===== config.mk =====
export PLATFORM = sky130hd
export DESIGN_NAME = dfc_ctrl
export DESIGN_NICKNAME = d
export VERILOG_FILES = /design/src/design/dfc_sync.v /design/src/design/dfc_ctrl.v
export VERILOG_INCLUDE_DIRS = /design/src /design/src/design
export SDC_FILE = /design/constraint.sdc
export NUM_CORES = 1
export LEC_CHECK = 0
export BUFFER_PORTS_ARGS = -buffer_cell sky130_fd_sc_hd__buf_4
export CAP_MARGIN = 10
export CORE_ASPECT_RATIO = 2
export CORE_MARGIN = 2
export CORE_UTILIZATION = 45
export DETAILED_ROUTE_END_ITERATION = 10
export PLACE_DENSITY = 0.74
export SYNTH_ARGS = -nofsm -noshare
export SYNTH_HDL_FRONTEND = slang
export SYNTH_HIERARCHICAL = 1
export SYNTH_SLANG_ARGS = --single-unit

===== constraint.sdc =====
create_clock -name i_clk -period 2 [get_ports i_clk]
set_input_delay 0.2 -clock i_clk [delete_from_list [all_inputs] [get_ports i_clk]]
set_output_delay 0.2 -clock i_clk [all_outputs]
set_load 0.005 [all_outputs]

===== src/design/dfc_ctrl_map.vh =====
// constants for the dual fifo reset, retransmit and byte-order control
`ifndef DFC_CTRL_MAP_VH
`define DFC_CTRL_MAP_VH
// write-clock cycles from reset release to input-ready high
`define DFC_READY_DELAY 2'h2
// flag-select capture layout {sel2, sel1, sel0}
`define DFC_FS_W 3
`define DFC_FS_RST 3'h0
// synchroniser lanes, one per pin from outside the clock
`define DFC_LANES 9
`define DFC_LANE_F1_MRST 0
`define DFC_LANE_F2_MRST 1
`define DFC_LANE_F1_PRST 2
`define DFC_LANE_F2_PRST 3
`define DFC_LANE_MODE 4
`define DFC_LANE_ORDER 5
`define DFC_LANE_FSEL 6
// offset register reset value
`define DFC_OFS_RST 13'h0000
// pointer first location
`define DFC_PTR_FIRST 13'h0000
`endif


===== src/design/dfc_sync.v =====
// three-stage synchroniser for an asynchronous active-low pin
`timescale 1ns/1ps
module dfc_sync (
  // clock and reset
  input wire i_clk,
  input wire i_reset,
  // pin and clean level
  input wire i_pin_n,
  output wire o_level_n
);
  reg s1_reg;
  reg s2_reg;
  reg s3_reg;
  reg out_reg;
  // ==========================================================
  // stages; a change counts once the second and third agree
  // resets to the asserted level, so leaving i_reset ends like a master reset
  always @(posedge i_clk or posedge i_reset) begin
    if (i_reset) begin
      s1_reg <= 1'b0;
      s2_reg <= 1'b0;
      s3_reg <= 1'b0;
      out_reg <= 1'b0;
    end else begin
      s1_reg <= i_pin_n;
      s2_reg <= s1_reg;
      s3_reg <= s2_reg;
      if (s2_reg == s3_reg) begin
        out_reg <= s3_reg;
      end
    end
  end
  assign o_level_n = out_reg;
endmodule // dfc_sync


===== src/design/dfc_ctrl.v =====
// reset, retransmit and byte-order control for a two-fifo buffer
// Notes on behaviour
// controller pulses both master resets after power-up
// fifo1 master reset held four edges
// fifo2 master reset held four edges
// master reset pins synchronised internally
// master reset clears pointers and sets flags
// input ready rises two write cycles later
// fifo1 reset release captures order and selects
// fifo2 reset release clears its offsets
// joint release captures fifo2 settings too
// controller keeps port c mailbox high
// partial reset held four edges each
// retransmit mode low during partial reset
// partial reset pins synchronised internally
// partial reset clears pointers and sets flags
// partial reset keeps offsets, method, timing
// fifo1 retransmit rewinds fifo1 read pointer
// controller holds fifo2 retransmit four edges
// fifo2 retransmit rewinds fifo2 read pointer
// mode select splits retransmit from partial reset
// big endian: msb part goes first
// little endian: lsb part goes first
// first edge after release picks timing mode
`timescale 1ns/1ps
`include "dfc_ctrl_map.vh"
module dfc_ctrl #(
  parameter PTR_W = 13
) (
  // clock and reset; port clocks run in phase with i_clk here
  input wire i_clk,
  input wire i_reset,
  // asynchronous control pins
  input wire i_fifo1_master_reset_n,
  input wire i_fifo2_master_reset_n,
  input wire i_fifo1_partial_reset_n,
  input wire i_fifo2_partial_reset_n,
  input wire i_retransmit_mode_sel,
  input wire i_byte_order_timing_sel,
  input wire i_flag_sel0,
  input wire i_flag_sel1,
  input wire i_flag_sel2,
  // offsets from the programming logic
  input wire i_ofs_load,
  input wire [PTR_W-1:0] i_fifo2_almost_empty_offset,
  input wire [PTR_W-1:0] i_fifo2_almost_full_offset,
  // flags and pointer resets
  output wire o_porta_full_in_ready,
  output wire o_portc_full_in_ready,
  output wire o_porta_empty_out_ready,
  output wire o_portb_empty_out_ready,
  output wire o_porta_almost_empty_n,
  output wire o_portb_almost_empty_n,
  output wire o_porta_almost_full_n,
  output wire o_portc_almost_full_n,
  output wire o_mailbox1_flag_n,
  output wire o_mailbox2_flag_n,
  output wire o_fifo1_ptr_clear,
  output wire o_fifo2_ptr_clear,
  output wire o_fifo1_read_rewind,
  output wire o_fifo2_read_rewind,
  output wire [PTR_W-1:0] o_fifo1_first_loc,
  output wire [PTR_W-1:0] o_fifo2_first_loc,
  // captured configuration
  output wire o_big_endian_sel,
  output wire [`DFC_FS_W-1:0] o_flag_sel,
  output wire [`DFC_FS_W-1:0] o_fifo2_flag_sel,
  output wire o_fifo1_fall_through_mode,
  output wire o_fifo2_fall_through_mode,
  output wire [PTR_W-1:0] o_fifo2_ae_offset,
  output wire [PTR_W-1:0] o_fifo2_af_offset
);
  // ==========================================================
  // synchronised pins
  // every pin from outside this clock passes the same three stages, so the
  // order and flag selects line up in time with the reset edges that take them
  wire [`DFC_LANES-1:0] raw_n;
  wire [`DFC_LANES-1:0] sync_n;
  assign raw_n = {i_flag_sel2, i_flag_sel1, i_flag_sel0, i_byte_order_timing_sel,
    i_retransmit_mode_sel, i_fifo2_partial_reset_n, i_fifo1_partial_reset_n,
    i_fifo2_master_reset_n, i_fifo1_master_reset_n};
  genvar g;
  generate
    for (g = 0; g < `DFC_LANES; g = g + 1) begin : g_sync
      // asynchronous edges never reach the flag logic raw
      dfc_sync u_sync (
        .i_clk(i_clk),
        .i_reset(i_reset),
        .i_pin_n(raw_n[g]),
        .o_level_n(sync_n[g])
      );
    end
  endgenerate
  wire f1_mreset_n = sync_n[`DFC_LANE_F1_MRST];
  wire f2_mreset_n = sync_n[`DFC_LANE_F2_MRST];
  wire rewind_mode = sync_n[`DFC_LANE_MODE];
  wire order_sel = sync_n[`DFC_LANE_ORDER];
  wire [`DFC_FS_W-1:0] fsel = sync_n[`DFC_LANE_FSEL +: `DFC_FS_W];
  // shared pin is partial reset when mode low, retransmit when high
  wire f1_preset = ~sync_n[`DFC_LANE_F1_PRST] & ~rewind_mode;
  wire f2_preset = ~sync_n[`DFC_LANE_F2_PRST] & ~rewind_mode;
  wire f1_rewind = ~sync_n[`DFC_LANE_F1_PRST] & rewind_mode;
  wire f2_rewind = ~sync_n[`DFC_LANE_F2_PRST] & rewind_mode;
  wire rst1 = ~f1_mreset_n | f1_preset;
  wire rst2 = ~f2_mreset_n | f2_preset;
  // ==========================================================
  // state
  reg f1_mreset_d_reg;
  reg f2_mreset_d_reg;
  reg [1:0] cnt1_reg;
  reg [1:0] cnt2_reg;
  reg ready1_reg;
  reg ready2_reg;
  reg order_reg;
  reg [`DFC_FS_W-1:0] fs_reg;
  reg [`DFC_FS_W-1:0] fs2_reg;
  reg tsamp1_reg;
  reg tsamp2_reg;
  reg fall1_reg;
  reg fall2_reg;
  reg [PTR_W-1:0] ae_ofs_reg;
  reg [PTR_W-1:0] af_ofs_reg;
  // release edges of the synchronised master resets
  wire rise1 = f1_mreset_n & ~f1_mreset_d_reg;
  wire rise2 = f2_mreset_n & ~f2_mreset_d_reg;
  // ==========================================================
  // reset release counters for input ready
  always @(posedge i_clk or posedge i_reset) begin
    if (i_reset) begin
      f1_mreset_d_reg <= 1'b0;
      f2_mreset_d_reg <= 1'b0;
      cnt1_reg <= 2'h0;
      cnt2_reg <= 2'h0;
      ready1_reg <= 1'b0;
      ready2_reg <= 1'b0;
    end else begin
      f1_mreset_d_reg <= f1_mreset_n;
      f2_mreset_d_reg <= f2_mreset_n;
      if (rst1) begin
        cnt1_reg <= 2'h0;
        ready1_reg <= 1'b0;
      end else if (!ready1_reg) begin
        cnt1_reg <= cnt1_reg + 2'h1;
        ready1_reg <= (cnt1_reg + 2'h1) == `DFC_READY_DELAY;
      end
      if (rst2) begin
        cnt2_reg <= 2'h0;
        ready2_reg <= 1'b0;
      end else if (!ready2_reg) begin
        cnt2_reg <= cnt2_reg + 2'h1;
        ready2_reg <= (cnt2_reg + 2'h1) == `DFC_READY_DELAY;
      end
    end
  end
  // ==========================================================
  // configuration capture; partial reset never touches it
  always @(posedge i_clk or posedge i_reset) begin
    if (i_reset) begin
      order_reg <= 1'b0;
      fs_reg <= `DFC_FS_RST;
      fs2_reg <= `DFC_FS_RST;
      tsamp1_reg <= 1'b0;
      tsamp2_reg <= 1'b0;
      fall1_reg <= 1'b0;
      fall2_reg <= 1'b0;
      ae_ofs_reg <= `DFC_OFS_RST;
      af_ofs_reg <= `DFC_OFS_RST;
    end else begin
      // selects come through the same stages as the reset, so they match its edge
      if (rise1) begin
        order_reg <= order_sel;
        fs_reg <= fsel;
      end
      // fifo2 keeps its own flag choice, taken only on a joint release
      if (rise1 && rise2) begin
        fs2_reg <= fsel;
      end
      if (!f1_mreset_n) begin
        tsamp1_reg <= 1'b0;
      end else if (!tsamp1_reg) begin
        tsamp1_reg <= 1'b1;
        fall1_reg <= ~order_sel;
      end
      if (!f2_mreset_n) begin
        tsamp2_reg <= 1'b0;
      end else if (!tsamp2_reg) begin
        tsamp2_reg <= 1'b1;
        fall2_reg <= ~order_sel;
      end
      // a release clear wins over a load in the same cycle
      if (rise2) begin
        ae_ofs_reg <= `DFC_OFS_RST;
        af_ofs_reg <= `DFC_OFS_RST;
      end else if (i_ofs_load) begin
        ae_ofs_reg <= i_fifo2_almost_empty_offset;
        af_ofs_reg <= i_fifo2_almost_full_offset;
      end
    end
  end
  // ==========================================================
  // flag outputs; each forced during its own fifo's reset
  // ready is masked at once when a reset starts; the register alone lags a cycle
  assign o_porta_full_in_ready = ready1_reg & ~rst1;
  assign o_portc_full_in_ready = ready2_reg & ~rst2;
  assign o_portb_empty_out_ready = 1'b0 & ~rst1;
  assign o_porta_empty_out_ready = 1'b0 & ~rst2;
  assign o_portb_almost_empty_n = 1'b0;
  assign o_porta_almost_empty_n = 1'b0;
  assign o_porta_almost_full_n = 1'b1;
  assign o_portc_almost_full_n = 1'b1;
  assign o_mailbox1_flag_n = 1'b1;
  assign o_mailbox2_flag_n = 1'b1;
  assign o_fifo1_ptr_clear = rst1;
  assign o_fifo2_ptr_clear = rst2;
  // a retransmit is ignored while the master reset is still low
  assign o_fifo1_read_rewind = f1_rewind & f1_mreset_n;
  assign o_fifo2_read_rewind = f2_rewind & f2_mreset_n;
  assign o_fifo1_first_loc = `DFC_PTR_FIRST;
  assign o_fifo2_first_loc = `DFC_PTR_FIRST;
  // big endian sends msb part first, little endian lsb first
  assign o_big_endian_sel = order_reg;
  assign o_flag_sel = fs_reg;
  assign o_fifo2_flag_sel = fs2_reg;
  assign o_fifo1_fall_through_mode = fall1_reg;
  assign o_fifo2_fall_through_mode = fall2_reg;
  assign o_fifo2_ae_offset = ae_ofs_reg;
  assign o_fifo2_af_offset = af_ofs_reg;
endmodule // dfc_ctrl


==> reports/metrics.cfg <==
[logic_synthesis]
synth_seq_cells=79
synth_compound_area_frac=0.00804
synth_top_family_by_area=buffers and inverters
synth_top_cell_by_area=dfrtp_1
yosysWarnings=6
synth.area.top_cells=dfrtp_1 63%, mux2i_1 9.0%, buf_4 8.2%
synth.avg_cell_area_um2=13.4
yosysSeqAreaShare=0.635
netlist_area_um2=3110
syn_inst=233
synth_cell_types=19
synth_top_area_share=0.635
synthAdderAreaFrac=0.0406
yosys.area_share.simple=0.0595
synthMuxAreaShare=0.120
synth_xor_area_frac=0.00562

[min_path]
hold_path_class=in -> reg

[route]
wl_per_cell_um=12.3
routed_wl_mm=5.15
postRouteAntennaNets=0
drc=0
first_pass_iters=4
initialDrtViolationCount=19
vias=1783
via_per_inst=4.26

[timing]
rsz0062_at_grt=false
worst_pin_slew_ns=0.568
setup_viol=0
hold_viol_final=0
fmax_mhz=651
fin_ws_ns=0.465
fin_crit_sh=0.768
fin_setup_tns_ns=0
hold_slack_ns=0.121
drv_slew=0
period_minus_slack_ns=1.54
slew_headroom=0.621
finClkSkew_ns=0.00432

[clock_tree]
cts_made_buffers=9
clk_latency_ns=0.33
cts_buffer_depth=2
cts_sinks=79
post_cts_buffers=0
cts_tree=done
htree_levels=3
clk_pin_slew_ns=0.05
root_buffer=clkbuf_16

[place]
port_buffers=78
dpl.hpwl_mm=3.94
dp.cells=393
pre_cts_ws_ns=0.611
gp_congestion=0.704

[global_route]
grt_antenna_before_repair=0
grt-ovfl-total=0
grt_pass1_wl_mm=8.68
track_usage=0.152
grt_max_degree=28
grt_pass1_vias=1861

[cells_and_area]
final_layout_size_suffix_gt1_frac=0.347
antenna_cells=0
fin_nets=366
area_growth_pct=30.3
fin_cells=419

[job]
maxCapViolCount=0

[worst_setup_path]
critPathKind=reg -> out
cp.arrival_ns=1.34
critPathRequiredTime_ns=1.80
end_kind=output pin
crit_path_start_kind=flip-flop
cp_max_fo=5

[floorplan]
die_w_um=62.8
initial_utilization=0.467
num_rows=42
core_region_area_um2=6670
io_pins=113
dieArea_um2=7640
die_y_um=122

[pwr]
finalPower_mw=4.41
irDropWorstVdd_mv=0.738
p_leak_nw=2.11
p_per_area_nw_per_um2=1090

[run_status]
status=finished clean

==> layer usage <==
metal | GRT usage | part of all wire | vias to the layer above
met3 | 0.0212 | 0.047 | 10
met5 | 0 | 0 | -
met1 | 0.154 | 0.36 | 836
met2 | 0.277 | 0.57 | 79
met4 | 0.115 | 0.026 | 0
li1 | - | - | 858
==> power by group <==
group / total (mW) / leakage, nW / internal, mW / switching (mW)
clock network: 1.83 / 0.168 / 1.25 / 0.579
logic: 0.641 / 0.981 / 0.383 / 0.258
registers: 1.94 / 0.958 / 1.80 / 0.138
total: 4.41 / 2.11 / 3.43 / 0.975
==> critical path, stage by stage (launching register included) <==
cell,delay (ns)
dfrtp_1,0.43
o21ai_1,0.36
nor2_1,0.08
buf_4,0.15
==> through the flow <==
stage          area, µm²   util
3_5_place_dp        3610  0.541
4_1_cts             4060  0.608
6_report            4060  0.608
5_1_grt             4060  0.608
2_1_floorplan       3230      -
3_3_place_gp        3610  0.541
==> layout make-up <==
type / instances / area (µm²)
repair buffers: 91 / 708
clock inverters: 6 / 108
well taps: 88 / 110
flip-flops and latches: 79 / 1980
multi-input cells: 129 / 856
inverters: 16 / 60.1
clock buffers: 10 / 239
fillers: 551 / 2620
==> logic make-up after synthesis <==
family | Yosys count
and+or+nand+nor | 43
DFF | 79
AOI/OAI and AO/OA | 4
xor gates and xnor gates | 2
other | 2
muxes | 35
buffers and inverters | 57
adders and majority gates | 11
==> synth_stat cells <==
cell type  instances
and2b_1            1
and4bb_4           1
nand2_1            2
buf_6              5
xor2_1             2
mux2_2             3
a211oi_1           2
dfrtp_1           79
ha_1               2
nor2_1            36
o21ai_1            2
buf_4             34
mux2_4             4
maj3_2             9
buf_8              2
conb_1             2
inv_1             16
mux2i_1           28
nor2b_1            3
==> cells in the final DEF (no fill, tap or decap) <==
master and instances:
nor2b_1 3, maj3_2 9, o21ai_1 2, dlygate4sd3_1 10, mux2_4 4, and4bb_4 1
clkbuf_8 1, mux2_2 3, a211oi_1 2, bufinv_16 3, clkinvlp_4 1, conb_1 34
buf_4 81, clkinv_2 2, clkbuf_16 9, inv_1 15, and2b_1 1, mux2i_1 28
ha_1 2, xor2_1 2, dfrtp_1 79, nor2_1 36, nand2_1 2, inv_2 1
==> timing repair <==
| action | CTS | global route |
|---|---|---|
| gates resized for setup | 0 | 0 |
| hold endpoints to repair | 66 | 0 |
| setup endpoints to repair | 0 | 0 |
| hold buffers | 10 | 0 |
==> final timing paths <==
| kind | from | endpoint | slack (ns) | cells after the start |
|---|---|---|---|---|
| max in group asynchronous | i_reset | o_fifo2_af_offset[11] | 0.93 | 4 |
| min in group asynchronous | i_reset | g_sync[7].u_sync/s2_reg | 0.36 | 3 |
| hold / removal | i_fifo2_almost_empty_offset[7] | o_fifo2_ae_offset[7] | 0.12 | 3 |
| hold reg to reg | g_sync[1].u_sync/s1_reg | g_sync[1].u_sync/s2_reg | 0.35 | 0 |
| setup / recovery | g_sync[4].u_sync/o_level_n | o_porta_full_in_ready | 0.46 | 3 |
| setup reg to reg | g_sync[0].u_sync/o_level_n | o_flag_sel[2] | 0.62 | 2 |
Note: power is estimated with default switching activity, not from simulation.
